**src/hw/epll_pkg.sv**
```systemverilog
// Constants and types for the enhanced loop digital control block
package epll_pkg;

   // ----------------------------------------------------------------
   // Counter and chain geometry
   // ----------------------------------------------------------------
   localparam int CNT_W = 9;                 // Holds divide value minus one, 1..512
   localparam int NUM_REG = 2;               // Regional output counters
   localparam int NUM_GLB = 4;               // Global output counters
   localparam int NUM_EXT = 4;               // External output counters
   localparam int NUM_POST = NUM_REG + NUM_GLB + NUM_EXT;
   localparam int DLY_W = 4;                 // Output delay element code
   localparam int CHAIN_LEN = 2 * CNT_W + NUM_POST * (CNT_W + DLY_W);
   localparam int BITCNT_W = 8;

   // Field positions inside the chain (bit 0 is the last bit shifted in)
   localparam int PRE_POS = 0;
   localparam int FB_POS = PRE_POS + CNT_W;
   localparam int POST_POS = FB_POS + CNT_W;
   localparam int DLY_POS = POST_POS + NUM_POST * CNT_W;

   // ----------------------------------------------------------------
   // Reset values
   // ----------------------------------------------------------------
   localparam logic [CNT_W-1:0] CNT_RST = 9'h000;   // Divide by one
   localparam logic [DLY_W-1:0] DLY_RST = 4'h0;

   // ----------------------------------------------------------------
   // Timing
   // ----------------------------------------------------------------
   localparam int SYS_CLK_MHZ = 200;
   localparam int SCAN_CLK_MHZ = 25;
   localparam int CFG_TIME_US = 20;
   localparam int RELOCK_TIME_US = 100;
   // Longest time: round down
   localparam int RELOCK_CYCLES = RELOCK_TIME_US * SYS_CLK_MHZ;
   // Chain load time in ns at the documented shift rate
   localparam int CFG_LOAD_NS = (CHAIN_LEN * 1000) / SCAN_CLK_MHZ;
   localparam int SENSE_CYCLES = 64;         // Primary idle cycles before it counts as lost
   localparam int LOCK_COUNT = 8;            // Up compare pulses, error within one, before lock
   localparam int TMR_W = 16;

   // ----------------------------------------------------------------
   // Types
   // ----------------------------------------------------------------
   typedef enum logic [0:0] {SW_RUN, SW_WAIT_LOW} epll_sw_t;

   // Packed so that a cast of the chain places fields at the positions above
   typedef struct packed {
      logic [NUM_POST-1:0][DLY_W-1:0] dly;
      logic [NUM_POST-1:0][CNT_W-1:0] post_m1;
      logic [CNT_W-1:0] fb_m1;
      logic [CNT_W-1:0] pre_m1;
   } epll_cfg_t;

   typedef struct packed {
      epll_cfg_t cfg;
      logic pri_m, pri_s, pri_d;
      logic sec_m, sec_s;
      logic swr_m, swr_s, swr_d;
      logic sck_m, sck_s, sck_d;
      logic sdat_m, sdat_s;
      epll_sw_t sw_state;
      logic sel_sec;
      logic loop_ref;
      logic [TMR_W-1:0] pri_idle;
      logic pri_lost;
      logic [CNT_W-1:0] pre_cnt;
      logic ref_pulse;
      logic [CNT_W-1:0] fb_cnt;
      logic fb_pulse;
      logic pd_up, pd_dn;
      logic signed [3:0] phase_err;
      logic [7:0] lock_cnt;
      logic locked;
      logic relock_run;
      logic [TMR_W-1:0] relock_cnt;
      logic relock_late;
      logic cfg_loaded;
      logic [NUM_POST-1:0][CNT_W-1:0] post_cnt;
      logic [NUM_POST-1:0] post_tick;
      logic [NUM_POST-1:0] post_clk;
   } epll_st_t;

endpackage : epll_pkg

```
**src/hw/epll_ctrl.sv**
```systemverilog
// Digital control of the enhanced loop: dividers, reference switchover, reconfiguration chain
`timescale 1ns/1ps
`default_nettype none

module epll_ctrl #(
   parameter int SENSE_CYC = epll_pkg::SENSE_CYCLES,
   parameter int LOCK_CNT = epll_pkg::LOCK_COUNT,
   parameter int RELOCK_CYC = epll_pkg::RELOCK_CYCLES
) (
   // Clock and reset
   input wire logic clk,
   input wire logic arst_n,
   // Reference clocks and switchover control
   input wire logic primary_ref_clock,
   input wire logic secondary_ref_clock,
   input wire logic auto_switch_en,
   input wire logic switch_req,
   // Oscillator event, one pulse per oscillator cycle
   input wire logic osc_tick,
   // Reconfiguration chain
   input wire logic scan_clk,
   input wire logic scan_data,
   input wire logic scan_clr,
   // Reference and phase detector
   output logic loop_ref,
   output logic ref_sel_secondary,
   output logic switching,
   output logic primary_lost,
   output logic phase_detector_up,
   output logic phase_detector_dn,
   output logic locked,
   output logic relock_late,
   // Active settings
   output logic [epll_pkg::CNT_W-1:0] pre_div_m1,
   output logic [epll_pkg::CNT_W-1:0] fb_mul_m1,
   output logic [epll_pkg::NUM_POST-1:0][epll_pkg::CNT_W-1:0] post_div_m1,
   output logic [epll_pkg::NUM_POST-1:0][epll_pkg::DLY_W-1:0] out_delay,
   output logic cfg_loaded,
   // Post-scale outputs
   output logic [epll_pkg::NUM_POST-1:0] post_tick,
   output logic [epll_pkg::NUM_POST-1:0] post_clk
);
   import epll_pkg::*;

   // ----------------------------------------------------------------
   // Elaboration checks
   // ----------------------------------------------------------------
   if (SENSE_CYC < 2 || SENSE_CYC >= (1 << TMR_W)) begin : g_chk_sense
      $error("SENSE_CYC out of range");
   end
   if (LOCK_CNT < 1 || LOCK_CNT > 255) begin : g_chk_lock
      $error("LOCK_CNT out of range");
   end
   if (RELOCK_CYC < 1 || RELOCK_CYC >= (1 << TMR_W)) begin : g_chk_relock
      $error("RELOCK_CYC out of range");
   end
   if (CFG_LOAD_NS >= CFG_TIME_US * 1000) begin : g_chk_cfg
      $error("Chain too long to reload in time");
   end
   if (CHAIN_LEN >= (1 << BITCNT_W)) begin : g_chk_len
      $error("Bit counter too narrow for chain");
   end

   localparam logic [TMR_W-1:0] SENSE_LIM = TMR_W'(SENSE_CYC);
   localparam logic [TMR_W-1:0] RELOCK_LIM = TMR_W'(RELOCK_CYC - 1);
   localparam logic [7:0] LOCK_LIM = 8'(LOCK_CNT);
   localparam logic [BITCNT_W-1:0] LAST_BIT = BITCNT_W'(CHAIN_LEN - 1);

   localparam epll_cfg_t CFG_RST = '{
      dly: {NUM_POST{DLY_RST}},
      post_m1: {NUM_POST{CNT_RST}},
      fb_m1: CNT_RST,
      pre_m1: CNT_RST
   };

   epll_st_t st_r, st_nxt;

   // ----------------------------------------------------------------
   // Serial chain, kept apart so the clear can act without the clock
   // ----------------------------------------------------------------
   logic [CHAIN_LEN-1:0] chain_r;
   logic [BITCNT_W-1:0] bit_cnt_r;
   logic load_r;
   logic chain_arst_n;
   logic [1:0] clr_hold_r;
   logic chain_rst_n;
   logic scan_edge;

   // Either the block reset or the chain clear empties the shift side
   assign chain_arst_n = arst_n & ~scan_clr;
   assign scan_edge = st_r.sck_s & ~st_r.sck_d;

   // The clear bites at once but lets go only two clock edges later, so that
   // the chain never leaves its clear close to a sampling edge of its own clock
   always_ff @(posedge clk or negedge chain_arst_n) begin
      if (!chain_arst_n) begin
         clr_hold_r <= 2'h0;
      end else begin
         clr_hold_r <= {clr_hold_r[0], 1'b1};
      end
   end
   assign chain_rst_n = clr_hold_r[1];

   // One bit per rising shift edge, newest bit at the bottom
   always_ff @(posedge clk or negedge chain_rst_n) begin
      if (!chain_rst_n) begin
         chain_r <= '0;
         bit_cnt_r <= '0;
         load_r <= 1'b0;
      end else begin
         load_r <= 1'b0;
         if (scan_edge) begin
            chain_r <= {chain_r[CHAIN_LEN-2:0], st_r.sdat_s};
            if (bit_cnt_r == LAST_BIT) begin
               bit_cnt_r <= '0;
               load_r <= 1'b1;
            end else begin
               bit_cnt_r <= bit_cnt_r + 1'b1;
            end
         end
      end
   end

   // ----------------------------------------------------------------
   // Next-state logic
   // ----------------------------------------------------------------
   always_comb begin
      logic pri_rise;
      logic swr_rise;
      logic old_s;
      logic new_s;
      logic ref_rise;
      logic do_switch;
      logic restart_lock;
      logic signed [3:0] err;

      st_nxt = st_r;
      pri_rise = 1'b0;
      swr_rise = 1'b0;
      old_s = 1'b0;
      new_s = 1'b0;
      ref_rise = 1'b0;
      do_switch = 1'b0;
      restart_lock = 1'b0;
      err = '0;

      // Two-stage synchronisers, third stage only for edge finding
      st_nxt.pri_m = primary_ref_clock;
      st_nxt.pri_s = st_r.pri_m;
      st_nxt.pri_d = st_r.pri_s;
      st_nxt.sec_m = secondary_ref_clock;
      st_nxt.sec_s = st_r.sec_m;
      st_nxt.swr_m = switch_req;
      st_nxt.swr_s = st_r.swr_m;
      st_nxt.swr_d = st_r.swr_s;
      st_nxt.sck_m = scan_clk;
      st_nxt.sck_s = st_r.sck_m;
      st_nxt.sck_d = st_r.sck_s;
      st_nxt.sdat_m = scan_data;
      st_nxt.sdat_s = st_r.sdat_m;

      pri_rise = st_r.pri_s & ~st_r.pri_d;
      swr_rise = st_r.swr_s & ~st_r.swr_d;

      // Clock sense: a primary with no edge for too long is lost
      if (pri_rise) begin
         st_nxt.pri_idle = '0;
      end else if (st_r.pri_idle != SENSE_LIM) begin
         st_nxt.pri_idle = st_r.pri_idle + 1'b1;
      end
      st_nxt.pri_lost = (st_nxt.pri_idle == SENSE_LIM);

      // Switchover state machine
      old_s = st_r.sel_sec ? st_r.sec_s : st_r.pri_s;
      new_s = st_r.sel_sec ? st_r.pri_s : st_r.sec_s;
      unique case (st_r.sw_state)
         SW_RUN: begin
            st_nxt.loop_ref = old_s;
            if ((auto_switch_en && !st_r.sel_sec && st_r.pri_lost) || swr_rise) begin
               st_nxt.sw_state = SW_WAIT_LOW;
            end
         end
         SW_WAIT_LOW: begin
            // Let the old high phase finish, then hold low until the new one is low
            // A lost source may sit high; its phase is already long, so cutting is safe
            st_nxt.loop_ref = st_r.loop_ref & old_s & ~st_r.pri_lost;
            if (!st_r.loop_ref && !new_s) begin
               st_nxt.sel_sec = ~st_r.sel_sec;
               st_nxt.sw_state = SW_RUN;
               do_switch = 1'b1;
            end
         end
      endcase

      ref_rise = st_nxt.loop_ref & ~st_r.loop_ref;

      // Pre-scale divider on the loop reference
      st_nxt.ref_pulse = 1'b0;
      if (ref_rise) begin
         if (st_r.pre_cnt >= st_r.cfg.pre_m1) begin
            st_nxt.pre_cnt = '0;
            st_nxt.ref_pulse = 1'b1;
         end else begin
            st_nxt.pre_cnt = st_r.pre_cnt + 1'b1;
         end
      end

      // Feedback divider on the oscillator; the oscillator is never gated
      st_nxt.fb_pulse = 1'b0;
      if (osc_tick) begin
         if (st_r.fb_cnt >= st_r.cfg.fb_m1) begin
            st_nxt.fb_cnt = '0;
            st_nxt.fb_pulse = 1'b1;
         end else begin
            st_nxt.fb_cnt = st_r.fb_cnt + 1'b1;
         end
      end

      // Phase detector: steer oscillator so both divided rates match
      st_nxt.pd_up = st_r.ref_pulse & ~st_r.fb_pulse;
      st_nxt.pd_dn = st_r.fb_pulse & ~st_r.ref_pulse;

      // Lock detect on the running difference of compare pulses
      err = st_r.phase_err;
      if (st_r.pd_up) begin
         err = err + 4'sd1;
      end
      if (st_r.pd_dn) begin
         err = err - 4'sd1;
      end
      restart_lock = do_switch | load_r;
      if (restart_lock || err > 4'sd1 || err < -4'sd1) begin
         st_nxt.phase_err = '0;
         st_nxt.lock_cnt = '0;
         st_nxt.locked = 1'b0;
      end else begin
         st_nxt.phase_err = err;
         if (st_r.pd_up && st_r.lock_cnt != LOCK_LIM) begin
            st_nxt.lock_cnt = st_r.lock_cnt + 1'b1;
         end
         st_nxt.locked = (st_nxt.lock_cnt == LOCK_LIM);
      end

      // Relock watchdog after a reference switch
      if (do_switch) begin
         st_nxt.relock_run = 1'b1;
         st_nxt.relock_cnt = '0;
         st_nxt.relock_late = 1'b0;
      end else if (st_r.relock_run) begin
         if (st_r.locked) begin
            st_nxt.relock_run = 1'b0;
         end else if (st_r.relock_cnt == RELOCK_LIM) begin
            st_nxt.relock_run = 1'b0;
            st_nxt.relock_late = 1'b1;
         end else begin
            st_nxt.relock_cnt = st_r.relock_cnt + 1'b1;
         end
      end
      if (st_r.locked) begin
         st_nxt.relock_late = 1'b0;
      end

      // Chain load replaces counters and delays only
      st_nxt.cfg_loaded = load_r;
      if (load_r) begin
         st_nxt.cfg = epll_cfg_t'(chain_r);
      end

      // Independent post-scale counters, square output high for the first half
      for (int i = 0; i < NUM_POST; i++) begin
         st_nxt.post_tick[i] = 1'b0;
         if (osc_tick) begin
            if (st_r.post_cnt[i] >= st_r.cfg.post_m1[i]) begin
               st_nxt.post_cnt[i] = '0;
               st_nxt.post_tick[i] = 1'b1;
            end else begin
               st_nxt.post_cnt[i] = st_r.post_cnt[i] + 1'b1;
            end
         end
         st_nxt.post_clk[i] = (st_nxt.post_cnt[i] <= (st_r.cfg.post_m1[i] >> 1));
      end
   end

   // ----------------------------------------------------------------
   // State register
   // ----------------------------------------------------------------
   always_ff @(posedge clk or negedge arst_n) begin
      if (!arst_n) begin
         st_r <= '{
            cfg: CFG_RST,
            sw_state: SW_RUN,
            default: '0
         };
      end else begin
         st_r <= st_nxt;
      end
   end

   // ----------------------------------------------------------------
   // Outputs, all straight from flip-flops
   // ----------------------------------------------------------------
   assign loop_ref = st_r.loop_ref;
   assign ref_sel_secondary = st_r.sel_sec;
   assign switching = (st_r.sw_state == SW_WAIT_LOW);
   assign primary_lost = st_r.pri_lost;
   assign phase_detector_up = st_r.pd_up;
   assign phase_detector_dn = st_r.pd_dn;
   assign locked = st_r.locked;
   assign relock_late = st_r.relock_late;
   assign pre_div_m1 = st_r.cfg.pre_m1;
   assign fb_mul_m1 = st_r.cfg.fb_m1;
   assign post_div_m1 = st_r.cfg.post_m1;
   assign out_delay = st_r.cfg.dly;
   assign cfg_loaded = st_r.cfg_loaded;
   assign post_tick = st_r.post_tick;
   assign post_clk = st_r.post_clk;

endmodule : epll_ctrl

`default_nettype wire

```
**config.mk**
```make
export PLATFORM = sky130hd
export DESIGN_NAME = epll_ctrl
export DESIGN_NICKNAME = d
export VERILOG_FILES = /design/src/hw/epll_pkg.sv /design/src/hw/epll_ctrl.sv
export SDC_FILE = /design/constraint.sdc
export NUM_CORES = 1
export LEC_CHECK = 0
export ABC_AREA = 1
export ABC_CLOCK_PERIOD_IN_PS = 7400
export CORE_UTILIZATION = 55
export CTS_CLUSTER_SIZE = 30
export DETAILED_ROUTE_END_ITERATION = 6
export DONT_BUFFER_PORTS = 1
export PLACE_DENSITY = 0.68
export SETUP_SLACK_MARGIN = 0.02
export SLEW_MARGIN = 10
export SYNTH_ARGS = -nofsm -noshare
export SYNTH_HDL_FRONTEND = slang
export SYNTH_SLANG_ARGS = --single-unit
```
**constraint.sdc**
```tcl
create_clock -name clk -period 7.4 [get_ports clk]
set_input_delay 0.74 -clock clk [delete_from_list [all_inputs] [get_ports clk]]
set_output_delay 0.74 -clock clk [all_outputs]
set_load 0.02 [all_outputs]
```
After elaboration in Yosys (flattened, before gate mapping)

Index checks and enable logic that the tools add are counted.

Add/sub/neg operators: 18
$lt $le $gt $ge: 24
Eq/ne operators: 8
Mux-type cells: 72
Bitwise operators: 20
Reductions and logical operators: 16

Operator list:

| kind                    | count |
|---|---|
| $mux W9                 | 22 |
| $add A9 B1 Y9 const B   | 12 |
| $ge A9 B9 Y1            | 12 |
| $le A9 B8 Y1            | 10 |
| $mux W16                | 3 |
| $mux W18                | 2 |
| $mux W1                 | 35 |
| $add A16 B1 Y16 const B | 2 |
| $mux W8                 | 3 |
| $mux W17                | 1 |
| $add A8 B1 Y8 const B   | 2 |
| $eq A16 B15 Y1 const B  | 1 |
| $eq A16 B7 Y1 const B   | 1 |
| $ne A16 B7 Y1 const B   | 1 |
| $mux W13                | 1 |
| $not A1 Y1              | 10 |
| $and A1 B1 Y1           | 9 |
| $eq A8 B4 Y1 const B    | 1 |
| $eq A8 B8 Y1 const B    | 1 |
| $mux W4                 | 2 |
| $ne A8 B4 Y1 const B    | 1 |
| $reduce_bool A3 Y1      | 2 |
| $add A4 B2 Y4 const B   | 1 |
| $gt A4 B2 Y1 const B    | 1 |
| other kinds (13)        | 22 |

Register bits: 504
Input bits: 10
Word-level logic and storage cells: 227

Longest topological paths before layout

Word-level depth: 11
Depth in mapped cells: 21
Mapped depth without buffers: 21

Worst setup path after synthesis

No wires, ideal clock.

Kind: input to register
Start point: input port osc_tick
End point: register st_r, in the netlist post_clk[8]
Library setup time: 0.063 ns
Data arrival time: 2.552 ns
Setup slack: 4.784 ns
Cell stages on the path: 14
Path buffers: 4
Path through: buf_4 -> buf_4 -> buf_2 -> buf_2 -> a21oi_1 -> nor3_1 -> ha_1 -> a21oi_1 -> o21ai_0 -> o21ai_0 -> a21boi_0 -> o21ai_0 -> o21ai_0 -> inv_1

RTL lines:

| element              | line             | text |
|---|---|---|
| start, declared      | epll_ctrl.sv:19  | `input wire logic osc_tick,` |
| end signal, assigned | epll_ctrl.sv:289 | `st_r <= '{` |
| end signal, assigned | epll_ctrl.sv:295 | `st_r <= st_nxt;` |
| end, declared        | epll_ctrl.sv:76  | `epll_st_t st_r, st_nxt;` |

==> run metrics <==
status complete, but fails checks; failing checks design-rule violations, negative hold slack; Rows 79; vias in the first global route 18,474; Max VDD drop 0.285 mV; clk_skew 0.0227 ns; crit-path cells inv_1 > ha_1 > nand2_1 > nor2_1 > nor2_1 > o21ai_0 > nor2_1 > nand3_1 > nand2_1 > clkinv_1 > nor3_1 > ha_1 > a21oi_1 > o21ai_0 > o21ai_0 > a21boi_0 > o21ai_0 > o21ai_0 > inv_1; initial antenna violation count 1; cell count of the worst reg-to-reg path 19; worst skew pair latency 0.61 ns; critical path class reg -> reg; period utilization 46.6%; Crit path largest cell delay 0.49 ns; fin crit period 3.45 ns; Starting Density 56.1%; DRT Pass-1 Iters 7; worst path arrival time 3.99 ns; CTS tree done; P_leak 14.2 nW; Slew @ Worst Pin 1.45 ns; max frequency 290 MHz; DR vias/cell 5.37; most used cell, CP o21ai_0; setup TNS 0 ns; share of post-route cells with drive strength above 1 4.24%; Slew Limit Fails 0; clock-pin slew on the worst setup and hold paths 0.06 ns; die area 48,500 um^2; All-Layer GR Usage 23.9%; type of the most critical hold path in -> async; Port Buffers 0; CTS max path bufs 3; Die Wd 220 um; power per cell area 368 nW/um^2; area of placed instances 25,500 um^2; clk root buf clkbuf_16; post-DP HPWL 39,100 um; final WL 56,800 um; Max-Cap Viols 0; worst r2r dst post_clk[8]; critical-path maximum fanout 8; CP Launch Type flip-flop; Placeable Area 46,800 um^2; DR iter-0 viols 1,287; Remaining Overflow, GRT 0; Synth Instances 3,063; # diodes 0; postcts setup bufs 0; Syn Std Cell Area 26,200 um^2; commonest non-fill, non-tap cell in the layout nand2_1; CP required 7.94 ns; Seq cells post-synth 504; yosys warns 0; Fin. Hold Viols 114; syn_nets 3,281; routability cong. 0.913; synth unique cells 49; Post-Syn Area per Cell 8.56 um^2; first-pass GRT wire length 93,500 um; RSZ-0062 raised after global routing no; DRT antenna net count 0; Post-synth EDFFs 0; Slowest cell on crit path dfrtp_1; register area share after synthesis 48.1%; Post-route DRC 6; Reg2Reg Setup Slack 3.95 ns; crit end category flip-flop; layout net count 3,100; RR Startpoint post_div_m1[79]; CTS Hold Bufs 1; worst hold slack -0.164 ns; Main synth FF type dfrtp_1; synth-to-layout area growth 4.09%; relative slew slack 3.57%; total clock sinks 504; Die H 220 um; total number of vias 18,958; boundary pin count 187; post-cts resize count 0; final setup fails 0; asr flop ratio synth 100%; WL/cell 16.1 um; design area 27,300 um^2; total CTS buffers 55; most frequent cells in the layout 781 x nand2_1, 502 x dfrtp_1, 333 x inv_1; CTS H-tree depth 2; largest net degree at the start of global routing 347
## logic make-up after synthesis
group	after synthesis	synth area share (%)
compound gates	404	8.07
mux	11	0.468
xor+xnor	76	2.54
other cells	1	0.0143
buf+inv	585	11.0
flops	504	48.1
simple gates	1274	19.9
fa+ha+maj	208	9.93
## state kept, by name, summed over array words and instances, names as in the netlist, 2 cells and up
name / cells
clr_hold_r: 2
st_nxt: 8
post_tick: 10
out_delay: 40
fb_mul_m1: 9
chain_r: 148
post_clk: 10
bit_cnt_r: 8
post_div_m1: 90
st_r: 160
pre_div_m1: 9
## report_power, final
part	switching [mW]	internal [mW]	total, mW
sequential	1.22	3.47	4.70
clock	1.13	1.62	2.75
combinational	1.63	0.981	2.61
## routing by layer
metal  vias up  global-route usage [%]  part of all wire, %
li1       9317                       -                    -
met3        94                    5.91                  6.6
met2       409                    37.9                   45
met4         2                    7.66                  2.6
met5         -                       0                0.023
met1      9136                    32.1                   45
## critical path, delay by kind of cell (launching register included)
kind / cells / cell delay, ns
compound gates: 7 / 0.93
buf+inv: 3 / 0.43
fa+ha+maj: 2 / 0.65
simple gates: 7 / 0.88
flops: 1 / 0.49
## synth_stat cells, types with 5 or more instances
cell      number  area [um^2]
a21oi_1      142          711
mux2_2        10          113
nand2_1      782         2940
nor2_1       262          983
clkinv_1       5         18.8
nor4_1         6         37.5
nor3_1        75          375
nor3b_1       10         75.1
clkbuf_1      33          124
inv_1        334         1250
dfrtp_1      504        12600
buf_1          8         30.0
xor2_1        58          508
nand4_1       46          288
xnor2_1       18          158
ha_1         208         2600
and3_1         7         43.8
o21ai_0      229         1150
buf_2         33          165
a21o_1         5         37.5
nand3_1       70          350
buf_4        171         1280
## final cells by class
type | count | area [um^2]
Clock buffer | 72 | 1550
Clock inverter | 28 | 275
Fill cell | 4021 | 19500
Inverter | 339 | 1270
Multi-Input combinational cell | 1974 | 10700
Sequential cell | 504 | 12600
Tap cell | 607 | 759
Timing Repair Buffer | 8 | 75.1
## worst max path at each step
stage	endpoint	depth (start not counted)	slack [ns]	start
after global placement	post_clk[8]	19	4.34	post_div_m1[78]
after CTS	post_clk[8]	19	4.02	post_div_m1[79]
after floorplan	bit_cnt_r[0]	0	2.64	clr_hold_r[1]
after detailed placement	post_clk[8]	19	4.17	post_div_m1[79]
final	post_clk[8]	19	3.95	post_div_m1[79]
after global routing	post_clk[8]	19	3.63	post_div_m1[79]
## per-stage QoR
stage	util [%]	setup WS (ns)	hold slack [ns]	total power, mW	instances
2_1_floorplan	-	2.64	0.331	7.01	3063
3_3_place_gp	54.4	4.34	0.329	7.20	3431
3_5_place_dp	54.4	4.17	0.329	7.33	3431
4_1_cts	58.4	4.02	-0.182	10.1	3532
5_1_grt	58.4	3.63	-0.179	10.8	3532
6_report	58.4	3.95	-0.164	10.1	3532
(Power assumes the default switching activity.)
